$ cat src/atg_params.svh
// Register offsets, field positions and reset values for the touch and guard block.
// Assumes inclusion by the single design module.
`ifndef ATG_PARAMS_SVH
`define ATG_PARAMS_SVH
`define ATG_OFF_CHG 8'h3C
`define ATG_OFF_DISCHG 8'h4C
`define ATG_OFF_CTL3 8'h50
`define ATG_OFF_WIN1 8'h54
`define ATG_OFF_WIN2 8'h58
`define ATG_OFF_CTL1 8'h60
`define ATG_OFF_STAT 8'h64
`define ATG_OFF_SEQ3 8'h68
`define ATG_OFF_WIN0 8'h6C
`define ATG_BIT_RES2 10
`define ATG_BIT_RES1 9
`define ATG_BIT_RES0 8
`define ATG_BIT_RST2 6
`define ATG_BIT_RST1 5
`define ATG_BIT_RST0 4
`define ATG_BIT_SCAN 3
`define ATG_BIT_MMASK 2
`define ATG_BIT_DUTY 1
`define ATG_BIT_LP 0
`define ATG_CTL3_RESET 32'h0000_0001
`define ATG_WIN_RESET 32'h0FFF_0000
`define ATG_HI_MSB 27
`define ATG_HI_LSB 16
`define ATG_DRV_MSB 23
`define ATG_DRV_LSB 16
`define ATG_BIT_CONVERTER_POWER_ON 0
`define ATG_BIT_TKEN 1
`define ATG_TRIM_MSB 6
`define ATG_TRIM_LSB 4
`define ATG_BIT_EOC 1
`define ATG_SEQ_LEN_MSB 23
`define ATG_SEQ_LEN_LSB 20
`endif

$ cat src/atg_pkg.sv
// Types shared by the touch and guard block.
// Assumes the params header sits beside it.
package atg_pkg;
    typedef enum logic [3:0] {
        ATG_IDLE = 4'b0001,
        ATG_DISCH = 4'b0010,
        ATG_CHARGE = 4'b0100,
        ATG_CONV = 4'b1000
    } atg_state_t;

    // Request to the analog front end
    typedef struct packed {
        logic discharge;
        logic charge;
        logic start;
        logic [4:0] channel;
    } atg_afe_req_t;

    // Result from the analog front end
    typedef struct packed {
        logic done;
        logic [15:0] data;
    } atg_afe_res_t;
endpackage

$ cat src/atg_touch_guard.sv
// Touch sense sequencer, guard windows and extra converter control registers.
// Assumes one clock, an Avalon-MM master and an analog front end that answers done.
//
// Summary of operation
// - Each guard window flags a result above its high or below its low limit.
// - Guard flags set by hardware only; software write 0 clears, 1 keeps.
// - Per-window reset request enables at bits 6, 5, 4, reset zero.
// - Bit 3 enables guard checking across scanned channels, reset zero.
// - Bit 1 selects the delayed high phase or the normal duty clock.
// - Bit 0 selects low power, reset one; zero means high power.
// - Window one register at 0x54: high 27:16 resets 0xFFF, low 11:0 zero.
// - Window two register at 0x58 has the same layout and reset values.
// - A separate trim field adjusts the touch charging current.
// - Touch works single channel, measuring the first regular sequence slot.
// - Discharge for programmed cycles, then charge for programmed cycles, then convert.
// - One shared discharge count and one charge count for all channels.
// - Writing the 11-bit discharge field loads it, and launches a measurement when idle with touch enable and converter power on.
// - Charge time field is write only, 11 bits, in clock cycles, reset zero.
// - At 0x3C writes load charge time; reads return first injected result.
// - At 0x4C writes launch discharge when touch enable and converter power are on; reads return 16-bit regular result.
// - Clearing touch enable leaves the converter channel settings intact.
// - Bits 23:16 hold per-channel multi-mask drive enables, reset zero.
// - Threshold changes apply only from the next conversion.
//
// Chosen here: the Avalon-MM interface to the registers.
`timescale 1ns/100ps
`include "atg_params.svh"

module atg_touch_guard
    import atg_pkg::*;
#(
    parameter int CNT_W = 11,
    parameter int DRV_W = 8
) (
    // Clock and reset
    input wire logic sys_clk,
    input wire logic rst,
    // Avalon-MM slave
    input wire logic [7:0] avs_address,
    input wire logic avs_read,
    input wire logic avs_write,
    input wire logic [31:0] avs_writedata,
    input wire logic [3:0] avs_byteenable,
    output logic [31:0] avs_readdata,
    output logic avs_waitrequest,
    // Analog front end
    output atg_afe_req_t afe_req,
    input wire atg_afe_res_t afe_res,
    input wire logic [15:0] first_injected_result,
    // Conversion stream from the core converter for guard checking
    input wire logic conv_valid,
    input wire logic [11:0] conv_value,
    input wire logic conv_in_scan,
    // Converter settings toward the analog side
    output logic converter_clock_duty_select,
    output logic converter_low_power_select,
    output logic converter_power_on,
    output logic [2:0] touch_current_trim,
    output logic touch_multimask_enable,
    output logic [DRV_W-1:0] touch_channel_drive_enables,
    // Reset request toward the reset controller
    output logic reset_request
);
    // Control and configuration
    logic [2:0] out_of_range_q;
    logic [2:0] rst_en_q;
    logic scan_en_q, mmask_q, duty_q, lp_q;
    logic [DRV_W-1:0] drv_q;
    logic [11:0] hi1_q, lo1_q, hi2_q, lo2_q, hi0_q, lo0_q;
    logic [11:0] hi_lat [3];
    logic [11:0] lo_lat [3];
    logic converter_power_on_q, tken_q;
    logic [2:0] trim_q;
    logic [4:0] slot1_q;
    logic [3:0] seq_len_q;
    logic [CNT_W-1:0] chg_q, dis_q, cnt_q;
    logic [15:0] result_q;
    logic eoc_q;
    atg_state_t state_q;
    logic [31:0] rdata_q;
    logic rack_q;
    logic wr_ctl3, wr_dis;
    logic [2:0] hit;

    // Reset images of the control and window registers
    localparam logic [31:0] CTL3_RST = `ATG_CTL3_RESET;
    localparam logic [31:0] WIN_RST = `ATG_WIN_RESET;

    assign wr_ctl3 = avs_write && avs_address == `ATG_OFF_CTL3;
    assign wr_dis = avs_write && avs_address == `ATG_OFF_DISCHG;

    // Writes complete at once; reads take one wait cycle
    assign avs_waitrequest = avs_read && !rack_q;
    assign avs_readdata = rdata_q;

    // Read data capture
    always_ff @(posedge sys_clk) begin
        if (rst) begin
            rack_q <= 1'b0;
            rdata_q <= 32'h0000_0000;
        end else begin
            rack_q <= avs_read && !rack_q;
            if (avs_read && !rack_q) begin
                unique case (avs_address)
                    `ATG_OFF_CHG: rdata_q <= {16'h0000, first_injected_result};
                    `ATG_OFF_DISCHG: rdata_q <= {16'h0000, result_q};
                    `ATG_OFF_CTL3: rdata_q <= {8'h00, drv_q, 5'h00, out_of_range_q, 1'b0,
                        rst_en_q, scan_en_q, mmask_q, duty_q, lp_q};
                    `ATG_OFF_WIN1: rdata_q <= {4'h0, hi1_q, 4'h0, lo1_q};
                    `ATG_OFF_WIN2: rdata_q <= {4'h0, hi2_q, 4'h0, lo2_q};
                    `ATG_OFF_WIN0: rdata_q <= {4'h0, hi0_q, 4'h0, lo0_q};
                    `ATG_OFF_CTL1: rdata_q <= {25'h000_0000, trim_q, 2'b00, tken_q, converter_power_on_q};
                    `ATG_OFF_STAT: rdata_q <= {30'h0000_0000, eoc_q, 1'b0};
                    `ATG_OFF_SEQ3: rdata_q <= {8'h00, seq_len_q, 15'h0000, slot1_q};
                    default: rdata_q <= 32'h0000_0000;
                endcase
            end
        end
    end

    // Reset request enables, one per window
    always_ff @(posedge sys_clk) begin
        if (rst) begin
            rst_en_q <= CTL3_RST[`ATG_BIT_RST2:`ATG_BIT_RST0];
        end else if (wr_ctl3 && avs_byteenable[0]) begin
            rst_en_q <= avs_writedata[`ATG_BIT_RST2:`ATG_BIT_RST0];
        end
    end

    // Guard scan enable
    always_ff @(posedge sys_clk) begin
        if (rst) begin
            scan_en_q <= CTL3_RST[`ATG_BIT_SCAN];
        end else if (wr_ctl3 && avs_byteenable[0]) begin
            scan_en_q <= avs_writedata[`ATG_BIT_SCAN];
        end
    end

    // Touch multi-mask enable
    always_ff @(posedge sys_clk) begin
        if (rst) begin
            mmask_q <= CTL3_RST[`ATG_BIT_MMASK];
        end else if (wr_ctl3 && avs_byteenable[0]) begin
            mmask_q <= avs_writedata[`ATG_BIT_MMASK];
        end
    end

    // Converter clock duty select
    always_ff @(posedge sys_clk) begin
        if (rst) begin
            duty_q <= CTL3_RST[`ATG_BIT_DUTY];
        end else if (wr_ctl3 && avs_byteenable[0]) begin
            duty_q <= avs_writedata[`ATG_BIT_DUTY];
        end
    end

    // Converter low power select, set out of reset
    always_ff @(posedge sys_clk) begin
        if (rst) begin
            lp_q <= CTL3_RST[`ATG_BIT_LP];
        end else if (wr_ctl3 && avs_byteenable[0]) begin
            lp_q <= avs_writedata[`ATG_BIT_LP];
        end
    end

    // Per-channel touch drive enables in the third byte lane
    always_ff @(posedge sys_clk) begin
        if (rst) begin
            drv_q <= '0;
        end else if (wr_ctl3 && avs_byteenable[2]) begin
            drv_q <= avs_writedata[`ATG_DRV_MSB:`ATG_DRV_LSB];
        end
    end

    // Window one limits; a half needs both of its byte lanes
    always_ff @(posedge sys_clk) begin
        if (rst) begin
            hi1_q <= WIN_RST[`ATG_HI_MSB:`ATG_HI_LSB];
            lo1_q <= WIN_RST[11:0];
        end else if (avs_write && avs_address == `ATG_OFF_WIN1) begin
            if (&avs_byteenable[3:2]) hi1_q <= avs_writedata[`ATG_HI_MSB:`ATG_HI_LSB];
            if (&avs_byteenable[1:0]) lo1_q <= avs_writedata[11:0];
        end
    end

    // Window two limits, same layout as window one
    always_ff @(posedge sys_clk) begin
        if (rst) begin
            hi2_q <= WIN_RST[`ATG_HI_MSB:`ATG_HI_LSB];
            lo2_q <= WIN_RST[11:0];
        end else if (avs_write && avs_address == `ATG_OFF_WIN2) begin
            if (&avs_byteenable[3:2]) hi2_q <= avs_writedata[`ATG_HI_MSB:`ATG_HI_LSB];
            if (&avs_byteenable[1:0]) lo2_q <= avs_writedata[11:0];
        end
    end

    // Window zero limits, same layout again
    always_ff @(posedge sys_clk) begin
        if (rst) begin
            hi0_q <= WIN_RST[`ATG_HI_MSB:`ATG_HI_LSB];
            lo0_q <= WIN_RST[11:0];
        end else if (avs_write && avs_address == `ATG_OFF_WIN0) begin
            if (&avs_byteenable[3:2]) hi0_q <= avs_writedata[`ATG_HI_MSB:`ATG_HI_LSB];
            if (&avs_byteenable[1:0]) lo0_q <= avs_writedata[11:0];
        end
    end

    // Converter control: power, touch enable, current trim
    always_ff @(posedge sys_clk) begin
        if (rst) begin
            converter_power_on_q <= 1'b0;
            tken_q <= 1'b0;
            trim_q <= 3'b000;
        end else if (avs_write && avs_byteenable[0] && avs_address == `ATG_OFF_CTL1) begin
            converter_power_on_q <= avs_writedata[`ATG_BIT_CONVERTER_POWER_ON];
            tken_q <= avs_writedata[`ATG_BIT_TKEN];
            trim_q <= avs_writedata[`ATG_TRIM_MSB:`ATG_TRIM_LSB];
        end
    end

    // Sequence slot; touch enable leaves it untouched
    always_ff @(posedge sys_clk) begin
        if (rst) begin
            slot1_q <= 5'h00;
            seq_len_q <= 4'h0;
        end else if (avs_write && avs_byteenable[0] && avs_address == `ATG_OFF_SEQ3) begin
            slot1_q <= avs_writedata[4:0];
            seq_len_q <= avs_writedata[`ATG_SEQ_LEN_MSB:`ATG_SEQ_LEN_LSB];
        end
    end

    // Shared charge count, write only
    always_ff @(posedge sys_clk) begin
        if (rst) begin
            chg_q <= '0;
        end else if (avs_write && avs_address == `ATG_OFF_CHG) begin
            chg_q <= avs_writedata[CNT_W-1:0];
        end
    end

    // Shared discharge count, loaded by the launching write
    always_ff @(posedge sys_clk) begin
        if (rst) begin
            dis_q <= '0;
        end else if (wr_dis) begin
            dis_q <= avs_writedata[CNT_W-1:0];
        end
    end

    // Touch sequencer
    always_ff @(posedge sys_clk) begin
        if (rst) begin
            state_q <= ATG_IDLE;
            cnt_q <= '0;
        end else begin
            unique case (state_q)
                ATG_IDLE: begin
                    if (wr_dis && tken_q && converter_power_on_q) begin
                        state_q <= ATG_DISCH;
                        cnt_q <= avs_writedata[CNT_W-1:0];
                    end
                end
                ATG_DISCH: begin
                    if (cnt_q <= CNT_W'(1)) begin
                        state_q <= ATG_CHARGE;
                        cnt_q <= chg_q;
                    end else begin
                        cnt_q <= cnt_q - CNT_W'(1);
                    end
                end
                ATG_CHARGE: begin
                    if (cnt_q <= CNT_W'(1)) begin
                        state_q <= ATG_CONV;
                    end else begin
                        cnt_q <= cnt_q - CNT_W'(1);
                    end
                end
                ATG_CONV: begin
                    if (afe_res.done) state_q <= ATG_IDLE;
                end
            endcase
        end
    end

    // Front end requests
    always_comb begin
        afe_req.discharge = state_q == ATG_DISCH;
        afe_req.charge = state_q == ATG_CHARGE;
        afe_req.start = state_q == ATG_CONV;
        afe_req.channel = slot1_q;
    end

    // Result register, loaded as the front end finishes
    always_ff @(posedge sys_clk) begin
        if (rst) begin
            result_q <= 16'h0000;
        end else if (state_q == ATG_CONV && afe_res.done) begin
            result_q <= afe_res.data;
        end
    end

    // End of conversion; a new result beats a launch or result read
    always_ff @(posedge sys_clk) begin
        if (rst) begin
            eoc_q <= 1'b0;
        end else if (state_q == ATG_CONV && afe_res.done) begin
            eoc_q <= 1'b1;
        end else if (wr_dis || (avs_read && rack_q && avs_address == `ATG_OFF_DISCHG)) begin
            eoc_q <= 1'b0;
        end
    end

    // Latch limits on every cycle without conv_valid so edits apply next time
    always_ff @(posedge sys_clk) begin
        if (rst) begin
            for (int i = 0; i < 3; i++) begin
                hi_lat[i] <= WIN_RST[`ATG_HI_MSB:`ATG_HI_LSB];
                lo_lat[i] <= WIN_RST[11:0];
            end
        end else if (!conv_valid) begin
            hi_lat[0] <= hi0_q;
            lo_lat[0] <= lo0_q;
            hi_lat[1] <= hi1_q;
            lo_lat[1] <= lo1_q;
            hi_lat[2] <= hi2_q;
            lo_lat[2] <= lo2_q;
        end
    end

    // Window comparisons
    always_comb begin
        for (int i = 0; i < 3; i++) begin
            hit[i] = conv_valid && (scan_en_q || !conv_in_scan) &&
                (conv_value > hi_lat[i] || conv_value < lo_lat[i]);
        end
    end

    // Sticky flags: set wins, write 0 clears, write 1 keeps
    always_ff @(posedge sys_clk) begin
        if (rst) begin
            out_of_range_q <= 3'b000;
        end else begin
            for (int i = 0; i < 3; i++) begin
                if (hit[i]) begin
                    out_of_range_q[i] <= 1'b1;
                end else if (wr_ctl3 && avs_byteenable[1] &&
                    !avs_writedata[`ATG_BIT_RES0 + i]) begin
                    out_of_range_q[i] <= 1'b0;
                end
            end
        end
    end

    // One pulse when any enabled flag newly sets, however many set together
    always_ff @(posedge sys_clk) begin
        if (rst) begin
            reset_request <= 1'b0;
        end else begin
            reset_request <= |(hit & ~out_of_range_q & rst_en_q);
        end
    end

    // Settings toward the analog side
    assign converter_clock_duty_select = duty_q;
    assign converter_low_power_select = lp_q;
    assign converter_power_on = converter_power_on_q;
    assign touch_current_trim = trim_q;
    assign touch_multimask_enable = mmask_q;
    assign touch_channel_drive_enables = drv_q;
endmodule
$ cat config.mk
export PLATFORM = sky130hd
export DESIGN_NAME = atg_touch_guard
export DESIGN_NICKNAME = d
export VERILOG_FILES = /design/src/atg_pkg.sv /design/src/atg_touch_guard.sv
export VERILOG_INCLUDE_DIRS = /design/src /design/src/src
export SDC_FILE = /design/constraint.sdc
export NUM_CORES = 1
export LEC_CHECK = 0
export ABC_AREA = 1
export BUFFER_PORTS_ARGS = -buffer_cell sky130_fd_sc_hd__buf_4
export CAP_MARGIN = 20
export CORE_UTILIZATION = 53
export DETAILED_ROUTE_END_ITERATION = 10
export PLACE_DENSITY = 0.77
export SYNTH_ARGS = -nofsm -noshare
export SYNTH_HDL_FRONTEND = slang
export SYNTH_SLANG_ARGS = --single-unit
$ cat constraint.sdc
create_clock -name sys_clk -period 3.36 [get_ports sys_clk]
set_clock_uncertainty 0.2 [all_clocks]
set_input_delay 0.672 -clock sys_clk [delete_from_list [all_inputs] [get_ports sys_clk]]
set_output_delay 0.672 -clock sys_clk [all_outputs]
set_load 0.05 [all_outputs]
==> out/metrics.yaml <==
detailed_routing:
  wirelength_um: 34700
  postRouteAntennaNets: 0
  wl_per_cell_um: 16.7
  viasPerCell: 5.39
  drc: 0
  drtPass1Iterations: 6
  vias: 11200
  drt_first_iter_violations: 1083
sta:
  whs_ns: 0.192
  worstMarginPinSlew_ns: 0.720
  setup_viol: 0
  rsz0062_at_grt: "false"
  fmax_ghz: 0.394
  relSlewSlack: 0.519
  fin_setup_tns_ns: 0
  finalCriticalPeriod_ns: 2.54
  hold_violations: 0
  fin_crit_sh: 0.756
  drv_slew: 0
worst_setup_path:
  r2r_setup_slack_ns: 1.05
  reg2reg_depth: 10
  crit_fanout: 10
  startpoint: "state_q[0]"
  critPathKind: "flop to primary output"
  crit_slowest_cell: "nor3_4"
  endpoint_kind: "primary output"
  arrival_ns: 1.67
  cp.depth: 4
  crit_chain: "nor2_1 > inv_1 > nor3_4 > buf_4"
  slowest_delay_ns: 0.35
  path_buf_inv: 2
  reg2reg_from: "state_q[3]"
  start_kind: "flop"
  crit_family: "simple AND/OR/NAND/NOR gates"
  cp.required_ns: 2.49
grt:
  grt.overflow.total: 0
  track_usage: 0.289
  grt_pass1_vias: 10500
  grt_pass1_wl_um: 54600
  grt_max_degree: 109
  grt_antenna_before_repair: 0
cells_and_area:
  drive_gt1_frac: 0.144
  syn2layout_area_growth_pct: 18.5
  num-fill-cells: 1896
  antennaDiodeCount: 0
  final_cell_mix: "nand2_1 (354), inv_1 (250), dfxtp_1 (177)"
  ff_latch_area_um2: 5710
  final_common_cell: "nand2_1"
  multi_input_area_um2: 5450
  fin_nets: 1914
floorplan:
  core-area_um2: 22800
  die_y_um: 155
  io_pins: 152
  dieWidth_um: 155
  start_util: 0.544
  rows: 55
  dieArea_um2: 24000
place:
  io_buffers: 139
  gp_congestion: 0.965
  hpwl_um: 25700
flow_run:
  drv_cap: 0
synthesis:
  synthCells: 1614
  synth-seq-area-share: 0.460
  avgSynthCellArea_um2: 7.68
  yosysWarnings: 0
  synth-async-reset-ratio: 0
  synth_cell_types: 39
  yosys_register_bits: 249
  synth-edff-count: 72
  synth-main-ff-cell: "dfxtp_1"
  syn-cell-area_um2: 12400
clock_network:
  cts_resized: 0
  ctsHoldBuffers: 0
  clk_latency_ns: 0.53
  post_cts_buffers: 0
  tritoncts: "done"
  cts-root-buf: "clkbuf_16"
  clkTransAtPathRegs_ns: 0.06
  clock_sinks: 249
  cts_buffers: 26
  clock_path_buffers: 3
  cts_max_level: 1
power:
  p_per_area_nw_per_um2: 500
  vdd_drop_max_mv: 0.383
  power_leakage_uw: 0.00651
run_status:
  status: "finished, final reports clean"
worst_hold_path:
  hp-class: "input port to flop"
  whs_path_depth: 3
  hp-start: "avs_writedata[27]"
-- state kept, by name, indices dropped and copies added, names as in the netlist, 3 cells and up --
signal and count:
rst_en_q 3, hi0_q 12, lo_lat 36, hi1_q 12
slot1_q 5, out_of_range_q 3, touch_current_trim 3, seq_len_q 4
result_q 16, cnt_q 11, touch_channel_drive_enables 8, avs_readdata 28
lo2_q 12, hi2_q 12, chg_q 11, lo1_q 12
lo0_q 12, state_q 4, hi_lat 36
-- layout make-up --
class / instances / share of cell area
sequential: 249 / 0.388
multi-input combinational: 1042 / 0.371
timing repair buffer: 166 / 0.0874
inverter: 263 / 0.0672
clock buffer: 36 / 0.0517
tap: 313 / 0.0267
clock inverter: 12 / 0.00758
-- power breakdown --
part	internal, µW	total (µW)	switching (µW)
clock network	1730	2910	1180
registers	3180	3250	66.3
logic	393	1180	788
-- Yosys cell counts, types with 3 or more instances --
master,instances,area [µm²]
ha_1,71,888
nand4_1,8,50.1
nor2_1,136,510
nand2_1,355,1330
o2111ai_1,5,43.8
a21o_1,3,22.5
a211oi_1,7,52.6
nor3_1,15,75.1
o21ai_1,5,25.0
nor4_1,5,31.3
nand2_2,4,25.0
xor2_1,6,52.6
clkbuf_1,40,150
edfxtp_1,72,2160
a21oi_1,153,766
buf_4,6,45.0
dfxtp_1,177,3540
inv_2,11,41.3
inv_1,250,938
o21ai_0,116,581
nand3_1,68,340
o22ai_1,12,75.1
buf_1,3,11.3
nor3_4,6,97.6
o211ai_1,33,248
buf_2,13,65.1
or2_2,18,113
-- worst register-to-register path, delay by kind of cell (launching register included) --
kind / cells / cell delay (ns)
simple gates: 6 / 1.00
flops: 1 / 0.39
buf+inv: 2 / 0.34
compound gates: 2 / 0.25
-- logic make-up after synthesis --
logic type,share of synthesized area
adder cells (fa/ha/maj),0.0716
AND/OR/NAND/NOR,0.212
XOR/XNOR,0.00494
other,0.000302
AO/OA/AOI/OAI,0.149
flip-flops,0.460
buffers and inverters,0.102
-- path summary, 6_finish.rpt --
check	endpoint
max	afe_req[6]
min	hi0_q[11]
max reg2reg	cnt_q[2]
min reg2reg	result_q[14]
-- per-stage QoR --
stage          utilization  instance area (µm²)  std cells  setup slack [ns]  total power (µW)
3_3_place_gp         0.607                13800       2033             0.551              4430
3_5_place_dp         0.607                13800       2033             0.532              4460
5_1_grt              0.645                14700       2081             0.734              7630
4_1_cts              0.645                14700       2081             0.809              7340
2_1_floorplan            -                12400       1617             0.410              4090
6_report             0.645                14700       2081             0.820              7340
-- layer usage --
metal  up-vias  share of wire  GRT usage
met1      5141           0.43      0.404
met2       504           0.45      0.461
met3        66          0.088     0.0357
li1       5499              -          -
met4         0          0.031      0.102
met5         -              0          0
No activity file was read; power rests on OpenSTA's default activity.
